--- src/hw/sync_sel_pkg.sv ---
/*
 * Constants and carrier types for the sync source selection block.
 * Assumes a 200 MHz pixel-rate clock and one AHB-Lite master.
 */
package sync_sel_pkg;

    // ------------------------------------------------------------
    // Register indices (byte address is four times the index)
    // ------------------------------------------------------------
    localparam logic [7:0] IDX_STATUS = 8'h11;
    localparam logic [7:0] IDX_SELECT = 8'h12;
    localparam logic [7:0] IDX_THRESH = 8'h13;
    localparam logic [7:0] IDX_SCANPOL = 8'h14;
    localparam logic [7:0] IDX_POLSTAT = 8'h15;
    localparam logic [7:0] IDX_USERPOL = 8'h1e;

    // ------------------------------------------------------------
    // Field positions
    // ------------------------------------------------------------
    localparam int ST_HS_ACT = 7;
    localparam int ST_GREEN_ACT = 6;
    localparam int ST_VS_ACT = 5;
    localparam int ST_DIG_ACT = 4;
    localparam int ST_IF_USE = 3;
    localparam int ST_HS_CHOICE = 2;
    localparam int ST_VS_CHOICE = 1;
    localparam int SEL_IF_FORCE = 7;
    localparam int SEL_IF_PICK = 6;
    localparam int SEL_HS_FORCE = 5;
    localparam int SEL_HS_PICK = 4;
    localparam int SEL_VS_FORCE = 3;
    localparam int SEL_VS_PICK = 2;
    localparam int SEL_HOLD_SRC = 1;
    localparam int SEL_SLEEP_N = 0;
    localparam int SP_SCAN_EN = 2;
    localparam int SP_HOLD_POL_OVR = 1;
    localparam int SP_HS_POL_OVR = 0;
    localparam int PS_HS_POL = 7;
    localparam int UP_HOLD_POL = 1;
    localparam int UP_HS_POL = 0;

    // ------------------------------------------------------------
    // Reset values
    // ------------------------------------------------------------
    localparam logic [7:0] RST_SELECT = 8'h01;
    localparam logic [7:0] RST_THRESH = 8'h20;
    localparam logic [2:0] RST_SCANPOL = 3'h0;
    localparam logic [1:0] RST_USERPOL = 2'h0;

    // ------------------------------------------------------------
    // Timing
    // ------------------------------------------------------------
    localparam int CLK_PERIOD_PS = 5000;
    localparam int ACT_WINDOW_NS = 1000000;
    localparam int ACT_WINDOW_CYC = (ACT_WINDOW_NS * 1000) / CLK_PERIOD_PS;
    localparam int ACT_CNT_W = 18;
    localparam int POL_ACC_W = 12;

    // ------------------------------------------------------------
    // Pin indices and types
    // ------------------------------------------------------------
    localparam int NPIN = 7;
    localparam int P_HS = 0;
    localparam int P_VS = 1;
    localparam int P_GREEN = 2;
    localparam int P_HOLD = 3;
    localparam int P_DIG = 4;
    localparam int P_SCLK = 5;
    localparam int P_SIN = 6;

    typedef enum logic [1:0] {
        BUS_IDLE = 2'b01,
        BUS_DATA = 2'b10
    } bus_st_t;

    typedef struct packed {
        logic hsync;
        logic vsync;
        logic hold;
        logic interface_in_use;
    } route_t;

    typedef struct packed {
        logic [NPIN-1:0][2:0] sy;
        logic [NPIN-1:0] lvl;
        logic [2:0][ACT_CNT_W-1:0] act_cnt;
        logic [2:0] act;
        logic dig_act;
        logic [1:0][POL_ACC_W-1:0] pol_acc;
        logic [1:0] pol_det;
        logic [7:0] sep_cnt;
        logic sep_out;
        logic [7:0] ctrl;
        logic [7:0] thr;
        logic [2:0] scanpol;
        logic [1:0] upol;
        logic ai;
        logic hsync_source_choice;
        logic vsync_source_choice;
        logic seek;
        route_t rt;
        logic hpol_o;
        logic cpol_o;
        logic [3:0] chain;
        bus_st_t bst;
        logic pwrite;
        logic [7:0] pidx;
        logic hready_o;
        logic [31:0] hrdata;
    } state_t;

endpackage

--- src/hw/sync_source_select.sv ---
/*
 * Sync source selection, activity detection, sync separator, polarity
 * choice and scan chain, with registers on an AHB-Lite slave.
 * Assumes pins arrive asynchronously and a single-word AHB-Lite master.
 */
`timescale 1ns/1ps
module sync_source_select
    import sync_sel_pkg::*;
#(
    parameter int ACT_WINDOW = ACT_WINDOW_CYC
) (
    input wire logic clk, // 200 MHz pixel-rate clock
    input wire logic rst_n, // Async reset, active low
    input wire logic hsel, // AHB slave select
    input wire logic [31:0] haddr, // AHB address
    input wire logic [1:0] htrans, // AHB transfer type
    input wire logic hwrite, // AHB write
    input wire logic [2:0] hsize, // AHB size, word only
    input wire logic [31:0] hwdata, // AHB write data
    input wire logic hready, // AHB bus ready
    output logic hreadyout, // AHB slave ready
    output logic [31:0] hrdata, // AHB read data
    output logic hresp, // AHB response, always OKAY
    input wire logic hsync_pin, // Hsync input pin
    input wire logic vsync_pin, // Vsync input pin
    input wire logic green_embedded_sync, // Sliced green sync
    input wire logic hold_pin, // Dedicated hold input pin
    input wire logic digital_clk_seen, // Digital clock activity
    input wire logic scan_clk, // Scan clock pin
    input wire logic scan_in, // Scan data in pin
    output logic scan_out, // Scan data out pin
    output logic hsync_out, // Routed horizontal sync
    output logic vsync_out, // Routed vertical sync
    output logic hold_out, // Routed hold to the PLL
    output logic interface_in_use, // Zero analog, one digital
    output logic seek_mode, // No interface active, interface choice not forced
    output logic hsync_pol, // Hsync polarity into the PLL
    output logic hold_pol, // Hold polarity into the PLL
    output logic full_sleep_n // Low powers interfaces down
);

    // ------------------------------------------------------------
    // Reset release
    // ------------------------------------------------------------
    logic [1:0] rst_pipe_q;
    logic rst_ok;
    state_t s_q;
    state_t s_d;
    logic [NPIN-1:0] pins;

    // Two-stage release of the asynchronous reset
    always_ff @(posedge clk or negedge rst_n) begin
        if (!rst_n) begin
            rst_pipe_q <= 2'h0;
        end else begin
            rst_pipe_q <= {rst_pipe_q[0], 1'b1};
        end
    end
    assign rst_ok = rst_pipe_q[1];

    // Pin vector in index order
    assign pins = {scan_in, scan_clk, digital_clk_seen, hold_pin,
                   green_embedded_sync, vsync_pin, hsync_pin};

    // ------------------------------------------------------------
    // Register decode and readback
    // ------------------------------------------------------------
    function automatic logic [7:0] word_index(input logic [31:0] a);
        word_index = a[9:2];
    endfunction

    function automatic logic [7:0] reg_read(input logic [7:0] idx, input state_t s);
        logic [7:0] v;
        v = 8'h00;
        case (idx)
            IDX_STATUS: begin
                v[ST_HS_ACT] = s.act[0];
                v[ST_GREEN_ACT] = s.act[2];
                v[ST_VS_ACT] = s.act[1];
                v[ST_DIG_ACT] = s.dig_act;
                v[ST_IF_USE] = s.ai;
                v[ST_HS_CHOICE] = s.hsync_source_choice;
                v[ST_VS_CHOICE] = s.vsync_source_choice;
            end
            IDX_SELECT: v = s.ctrl;
            IDX_THRESH: v = s.thr;
            IDX_SCANPOL: v = {5'h00, s.scanpol};
            IDX_POLSTAT: v[PS_HS_POL] = s.pol_det[0];
            IDX_USERPOL: v = {6'h00, s.upol};
            default: v = 8'h00;
        endcase
        reg_read = v;
    endfunction

    // ------------------------------------------------------------
    // Next-state logic
    // ------------------------------------------------------------
    always_comb begin
        logic [NPIN-1:0] edge_seen;
        logic sleep;
        logic analog_act;
        logic vs_route;
        logic sclk_rise;
        edge_seen = '0;
        sleep = 1'b0;
        analog_act = 1'b0;
        vs_route = 1'b0;
        sclk_rise = 1'b0;
        s_d = s_q;

        // Three-stage pin capture; level moves once stages two and three agree
        for (int i = 0; i < NPIN; i++) begin
            s_d.sy[i] = {s_q.sy[i][1:0], pins[i]};
            if (s_q.sy[i][1] == s_q.sy[i][2]) begin
                s_d.lvl[i] = s_q.sy[i][2];
            end
            edge_seen[i] = s_d.lvl[i] != s_q.lvl[i];
        end

        sleep = !s_q.ctrl[SEL_SLEEP_N];

        // Activity windows for hsync, vsync and green inputs
        for (int i = 0; i < 3; i++) begin
            if (sleep) begin
                s_d.act[i] = 1'b0;
                s_d.act_cnt[i] = '0;
            end else if (edge_seen[i]) begin
                s_d.act[i] = 1'b1;
                s_d.act_cnt[i] = '0;
            end else if (s_q.act_cnt[i] >= ACT_CNT_W'(ACT_WINDOW - 1)) begin
                s_d.act[i] = 1'b0; // Steady level counts as idle
            end else begin
                s_d.act_cnt[i] = s_q.act_cnt[i] + 1'b1;
            end
        end
        s_d.dig_act = s_q.lvl[P_DIG] && !sleep;

        // Polarity detectors: hsync pin (0) and hold pin (1)
        for (int i = 0; i < 2; i++) begin
            if (edge_seen[i * P_HOLD] && s_d.lvl[i * P_HOLD]) begin
                s_d.pol_det[i] = s_q.pol_acc[i][POL_ACC_W-1]; // Mostly low: positive
                s_d.pol_acc[i] = '0;
            end else if (s_q.lvl[i * P_HOLD]) begin
                if (s_q.pol_acc[i] != {1'b0, {(POL_ACC_W-1){1'b1}}}) begin
                    s_d.pol_acc[i] = s_q.pol_acc[i] + 1'b1;
                end
            end else if (s_q.pol_acc[i] != {1'b1, {(POL_ACC_W-1){1'b0}}}) begin
                s_d.pol_acc[i] = s_q.pol_acc[i] - 1'b1;
            end
        end

        // Sync separator on the green composite sync
        if (s_q.lvl[P_GREEN] == s_q.sep_out) begin
            s_d.sep_cnt = 8'h00;
        end else if (s_q.sep_cnt >= s_q.thr) begin
            s_d.sep_out = !s_q.sep_out;
            s_d.sep_cnt = 8'h00;
        end else begin
            s_d.sep_cnt = s_q.sep_cnt + 8'h01;
        end

        // Hsync choice
        if (s_q.ctrl[SEL_HS_FORCE]) begin
            s_d.hsync_source_choice = s_q.ctrl[SEL_HS_PICK];
        end else if (s_q.act[0] != s_q.act[2]) begin
            s_d.hsync_source_choice = s_q.act[2];
        end else begin
            s_d.hsync_source_choice = s_q.ctrl[SEL_HS_PICK];
        end

        // Vsync choice
        if (s_q.ctrl[SEL_VS_FORCE]) begin
            s_d.vsync_source_choice = s_q.ctrl[SEL_VS_PICK];
        end else begin
            s_d.vsync_source_choice = !s_q.act[1];
        end

        // Interface choice; keep last one while seeking
        analog_act = |s_q.act;
        s_d.seek = 1'b0;
        if (s_q.ctrl[SEL_IF_FORCE]) begin
            s_d.ai = s_q.ctrl[SEL_IF_PICK];
        end else if (analog_act && s_q.dig_act) begin
            s_d.ai = s_q.ctrl[SEL_IF_PICK];
        end else if (analog_act || s_q.dig_act) begin
            s_d.ai = s_q.dig_act;
        end else begin
            s_d.seek = 1'b1;
        end

        // Routing of sync and hold sources
        vs_route = s_q.vsync_source_choice ? s_q.sep_out : s_q.lvl[P_VS];
        s_d.rt.hsync = s_q.hsync_source_choice ? s_q.lvl[P_GREEN] : s_q.lvl[P_HS];
        s_d.rt.vsync = vs_route;
        s_d.rt.hold = s_q.ctrl[SEL_HOLD_SRC] ? vs_route : s_q.lvl[P_HOLD];
        s_d.rt.interface_in_use = s_q.ai;

        // Polarity applied to the PLL
        s_d.hpol_o = s_q.scanpol[SP_HS_POL_OVR] ? s_q.upol[UP_HS_POL]
                                                : s_q.pol_det[0];
        s_d.cpol_o = s_q.scanpol[SP_HOLD_POL_OVR] ? s_q.upol[UP_HOLD_POL]
                                                  : s_q.pol_det[1];

        // Scan chain replaces the routed outputs while enabled
        sclk_rise = edge_seen[P_SCLK] && s_d.lvl[P_SCLK];
        if (s_q.scanpol[SP_SCAN_EN]) begin
            if (sclk_rise) begin
                s_d.chain = {s_q.chain[2:0], s_q.lvl[P_SIN]};
            end
            s_d.rt = s_d.chain;
        end

        // Bus slave: address phase, then one wait state, then data
        case (s_q.bst)
            BUS_IDLE: begin
                if (hsel && htrans[1] && hready) begin
                    s_d.bst = BUS_DATA;
                    s_d.pwrite = hwrite;
                    s_d.pidx = word_index(haddr);
                    s_d.hready_o = 1'b0;
                end
            end
            BUS_DATA: begin
                s_d.bst = BUS_IDLE;
                s_d.hready_o = 1'b1;
                s_d.hrdata = 32'h0;
                if (s_q.pwrite) begin
                    case (s_q.pidx)
                        IDX_SELECT: s_d.ctrl = hwdata[7:0];
                        IDX_THRESH: s_d.thr = hwdata[7:0];
                        IDX_SCANPOL: s_d.scanpol = hwdata[2:0];
                        IDX_USERPOL: s_d.upol = hwdata[1:0];
                        default: s_d.hrdata = 32'h0;
                    endcase
                end else begin
                    s_d.hrdata = {24'h0, reg_read(s_q.pidx, s_q)};
                end
            end
            default: begin
                s_d.bst = BUS_IDLE;
                s_d.hready_o = 1'b1;
            end
        endcase
    end

    // ------------------------------------------------------------
    // State register
    // ------------------------------------------------------------
    always_ff @(posedge clk or negedge rst_ok) begin
        if (!rst_ok) begin
            s_q <= '0;
            s_q.ctrl <= RST_SELECT;
            s_q.thr <= RST_THRESH;
            s_q.scanpol <= RST_SCANPOL;
            s_q.upol <= RST_USERPOL;
            s_q.bst <= BUS_IDLE;
            s_q.hready_o <= 1'b1;
        end else begin
            s_q <= s_d;
        end
    end

    // Outputs straight from the state register, except hresp tied to zero
    assign hreadyout = s_q.hready_o;
    assign hrdata = s_q.hrdata;
    assign hresp = 1'b0;
    assign scan_out = s_q.chain[3];
    assign hsync_out = s_q.rt.hsync;
    assign vsync_out = s_q.rt.vsync;
    assign hold_out = s_q.rt.hold;
    assign interface_in_use = s_q.rt.interface_in_use;
    assign seek_mode = s_q.seek;
    assign hsync_pol = s_q.hpol_o;
    assign hold_pol = s_q.cpol_o;
    assign full_sleep_n = s_q.ctrl[SEL_SLEEP_N];
endmodule

--- config.mk ---
export PLATFORM = sky130hd
export DESIGN_NAME = sync_source_select
export DESIGN_NICKNAME = d
export VERILOG_FILES = /design/src/hw/sync_sel_pkg.sv /design/src/hw/sync_source_select.sv
export SDC_FILE = /design/constraint.sdc
export NUM_CORES = 1
export LEC_CHECK = 0
export BUFFER_PORTS_ARGS = -buffer_cell sky130_fd_sc_hd__buf_2
export CAP_MARGIN = 20
export CORE_ASPECT_RATIO = 0.7
export CORE_MARGIN = 2
export CORE_UTILIZATION = 40
export CTS_CLUSTER_SIZE = 10
export DETAILED_ROUTE_END_ITERATION = 10
export GPL_ROUTABILITY_DRIVEN = 0
export MAX_ROUTING_LAYER = met4
export SLEW_MARGIN = 10
export SYNTH_ARGS = -nofsm -noshare
export SYNTH_HDL_FRONTEND = slang
export SYNTH_SLANG_ARGS = --single-unit
--- constraint.sdc ---
create_clock -name clk -period 14.5 [get_ports clk]
set_clock_uncertainty 0.05 [all_clocks]
set_input_delay 1.45 -clock clk [delete_from_list [all_inputs] [get_ports clk]]
set_output_delay 1.45 -clock clk [all_outputs]
set_load 0.05 [all_outputs]
# Word-level counts from Yosys, hierarchy flattened
# Cells that the tools add are included.
# Widths: inputs -> output; s select.
[totals]
elab_cells = 170
ff_bits = 202
inputBits = 81
output_inout_bits = 43
[op_classes]
eq_ne = 35
bitwise_logic = 1
magnitude_cmp = 4
n_addsub = 8
reduce_logical = 22
muxes = 56
[op_table]
columns = ["op", "count"]
rows = [
  ["$mux 18", 9],
  ["$mux 12", 9],
  ["$add 18x1->18 const B", 3],
  ["$ge 18x18->1 const B", 3],
  ["$eq 8x5->1 const B", 6],
  ["$pmux 6 s5", 1],
  ["$mux 1", 29],
  ["$add 12x1->12 const B", 2],
  ["$mux 8", 3],
  ["$ne 12x11->1 const B", 2],
  ["$ne 12x12->1 const B", 2],
  ["$sub 12x1->12 const B", 2],
  ["$ne 3x1->1 const B", 5],
  ["$reduce_and 3->1", 4],
  ["$ne 3x3->1 const B", 3],
  ["$reduce_bool 3->1", 3],
  ["$add 8x1->8 const B", 1],
  ["$eq 1x1->1", 8],
  ["$ge 8x8->1", 1],
  ["$mux 4", 2],
  ["$pmux 1 s4", 2],
  ["$reduce_and 2->1", 4],
  ["$logic_and 1x1->1", 7],
  ["$ne 1x1->1", 6],
  ["8 further kinds", 9],
]

# Logic depth before layout (Yosys ltp)
[logic_depth]
ltp_word = 6
mapped_depth = 9
mapped_depth_nobuf = 9

# Least setup slack after synthesis
# No wires, ideal clock.
[synth_timing]
kind = "input port to flip-flop"
startpoint = "input port hready"
endpoint = "register s_q[33] (netlist bit)"
arrival_time_ns = 2.356
setup_ns = 0.125
cell_stages = 4
n_path_buf = 1
t_required_ns = 14.325
setup_slack_ns = 11.969
path_cell_list = "nand4_1 nor2_1 buf_1 mux2_2"
[synth_via]
elab_chain_cells = 2
[synth_rtl]
columns = ["element", "line_no", "source"]
rows = [
  ["start: declaration", "sync_source_select.sv:20", "input wire logic hready,"],
  ["$logic_and 1x1->1", "sync_source_select.sv:216", "if (hsel && htrans[1] && hready) begin"],
  ["$reduce_and 2->1 (no line)", "n/a", ""],
  ["end: declaration", "sync_source_select.sv:47", "state_t s_q;"],
]
# Every way passes these cells.
# A chain may end at the register's enable or synchronous reset.

# Worst setup path in the final report
[layout_timing]
startpoint = "register s_q (netlist bit full_sleep_n)"
endpoint = "output port full_sleep_n"
[layout_rtl]
columns = ["element", "line_no", "source"]
rows = [
  ["end: declaration", "sync_source_select.sv:39", "output logic full_sleep_n"],
]
# No word-level cell between the ends.

==> impl_metrics.json <==
{
  "grt_usage_pct": 17.2,
  "start_kind": "flop",
  "holdBufCountCts": 0,
  "fp-row-count": 46,
  "hold_path_class": "reg -> reg",
  "fin_tns_setup_ns": 0,
  "dieArea_sq_um": 24600,
  "post-dp-hpwl_mm": 14.0,
  "grt_pass1_vias": 6207,
  "cp.required_ns": 13.00,
  "critical_path_class": "reg -> out",
  "first_iter_violations": 465,
  "rsz0062_at_grt": "false",
  "worst_slew_pin_slew_ns": 0.893,
  "clk_pin_slew_ns": 0.07,
  "leakagePower_nw": 4.44,
  "fp.dieW_um": 187,
  "synth_edf_count": 0,
  "stdcell_count": 1251,
  "cts_resized": 0,
  "synth.cell_area_sq_um": 9330,
  "root_buffer": "clkbuf_16",
  "setup_ws_ns": 11.52,
  "core_sq_um": 22800,
  "layout_commonest_cell": "dfrtp_1",
  "async_flop_share_pct": 100,
  "relSlewSlack_pct": 40.5,
  "synth_ff_type": "dfrtp_1",
  "drive_above_1_share_pct": 14.2,
  "clkSinkCount": 177,
  "grt_pass1_wl_mm": 33.3,
  "arrival_ns": 1.48,
  "crit_family": "flip-flops",
  "vias_per_cell": 5.35,
  "yosysSeqAreaShare_pct": 47.5,
  "critPathBufInv": 1,
  "clk-insertion-delay-late_ns": 0.44,
  "ys_warn_count": 0,
  "grt_max_degree": 69,
  "fillers": 2174,
  "synthToLayoutAreaGrowth_pct": 10.2,
  "die_height_um": 132,
  "cp_slowest_cell": "dfstp_2",
  "hold_slack_ns": 0.297,
  "portBuffers": 46,
  "finalHoldViolations": 0,
  "end_kind": "primary output",
  "preCtsSetupSlack_ns": 11.61,
  "dr_total_vias": 6695,
  "fin_crit_ns": 2.98,
  "layout_worst_path_cycle_share_pct": 20.5,
  "setup_viol": 0,
  "most-common-layout-cells": "dfrtp_1 (173), nand2_1 (66), o21ai_0 (61)",
  "syn_inst": 896,
  "wl_mm": 20.0,
  "synth-seq-cells": 177,
  "cpPeakStageDelay_ns": 0.71,
  "numCtsBuffers": 17,
  "grt_antenna_before_repair": 0,
  "start_util_pct": 40.9,
  "avgSynthCellArea_sq_um": 10.4,
  "power_density_nw_per_um2": 148,
  "peakVddDrop_mv": 0.0928,
  "routedWlPerCell_um": 16.0,
  "dp_cells": 1219,
  "outcome": "completed",
  "fin_nets": 1043,
  "max_cap_violations": 0,
  "critPathMaxFanout": 13,
  "insertedDiodeCount": 0,
  "ant_nets": 0,
  "netlist-cell-type-count": 69,
  "utilization_pct": 45.1,
  "postCtsSetupRepairBufs": 0,
  "cts_buffer_depth": 2,
  "slew_violations": 0,
  "io_pins": 124,
  "grt_overflow": 0,
  "drc": 0,
  "timing.fmax_mhz": 336,
  "worstPathCellList": "buf_2",
  "cts_tree": "yes",
  "drt_pass1_iterations": 6,
  "h-tree-depth": 4
}
[area by class of cell]
type | count | area [sq um] | area share (%)
inverter | 24 | 90.1 | 0.877
clock inverter | 14 | 149 | 1.45
tap | 312 | 390 | 3.80
clock buffer | 18 | 429 | 4.18
sequential | 177 | 4440 | 43.2
timing repair buffer | 49 | 253 | 2.46
multi-input combinational | 657 | 4530 | 44.1
[per-layer routing]
layer	part of all wire [%]	routed length, um	GRT usage, %	vias to the layer above
li1	-	-	-	3320
met1	56	11200	27.0	3249
met2	40	8080	21.9	108
met3	2.7	543	3.17	18
met4	0.98	196	5.16	0
met5	0	0	-	-
[where the power goes]
group	switching, W	leakage [nW]	total (W)	internal (W)
Combinational	0.000244	1.92	0.000422	0.000179
Clock	0.000214	0.271	0.000457	0.000243
Sequential	0.0000756	2.25	0.000637	0.000561
Total	0.000533	4.44	0.00152	0.000983
[through the flow]
stage / area, sq um / power (W)
CTS: 10300 / 0.00152
global placement: 9700 / 0.00106
floorplan: 9420 / 0.000969
detailed placement: 9700 / 0.00106
finish: 10300 / 0.00152
global route: 10300 / 0.00161
[worst paths after layout]
path | startpoint | end | slack [ns] | cells past startpoint
hold / removal | s_d[180] | s_d[181] | 0.30 | 0
min in group asynchronous | rst_pipe_q[1] | s_q[82] | 0.31 | 0
hold reg to reg | s_d[180] | s_d[181] | 0.30 | 0
max in group asynchronous | rst_pipe_q[1] | s_q[174] | 12.76 | 1
setup / recovery | full_sleep_n | full_sleep_n | 11.52 | 1
setup reg to reg | s_q[172] | s_q[99] | 11.61 | 7
[cell families after synthesis]
logic type               count (synthesis)  synth area share, %
AO/OA/AOI/OAI                          228                 16.9
AND/OR/NAND/NOR                        266                 14.7
multiplexers                            57                 6.68
buffers and inverters                   86                 4.88
flip-flops                             177                 47.5
adder cells (fa/ha/maj)                 41                 5.53
XOR/XNOR                                39                 3.66
other                                    2               0.0805
[state kept, by name, indices dropped and copies added, names as in the netlist]
| register | cells |
|---|---|
| s_q | 144 |
| vsync_out | 1 |
| hsync_out | 1 |
| hold_out | 1 |
| rst_pipe_q | 2 |
| full_sleep_n | 1 |
| s_d | 14 |
| scan_out | 1 |
| seek_mode | 1 |
| hold_pol | 1 |
| hrdata | 8 |
| hsync_pol | 1 |
| interface_in_use | 1 |
[cell usage after synthesis, drive strengths merged (14+ instances only)]
cell    number  share of area (%)
xnor2       18                1.7
nor2        49                2.0
nand2       66                2.7
inv         24               0.97
dfrtp      174                 47
a2111o      14                1.7
a211oi      16                1.3
nand3       31                1.7
mux2i       15                1.6
mux2        42                5.1
buf         41                3.1
xor2        21                2.0
a21oi       44                2.4
o21ai       63                3.5
clkbuf      21               0.85
nor3        18               0.97
ha          34                4.6
No activity file was read; power rests on OpenSTA's default activity.
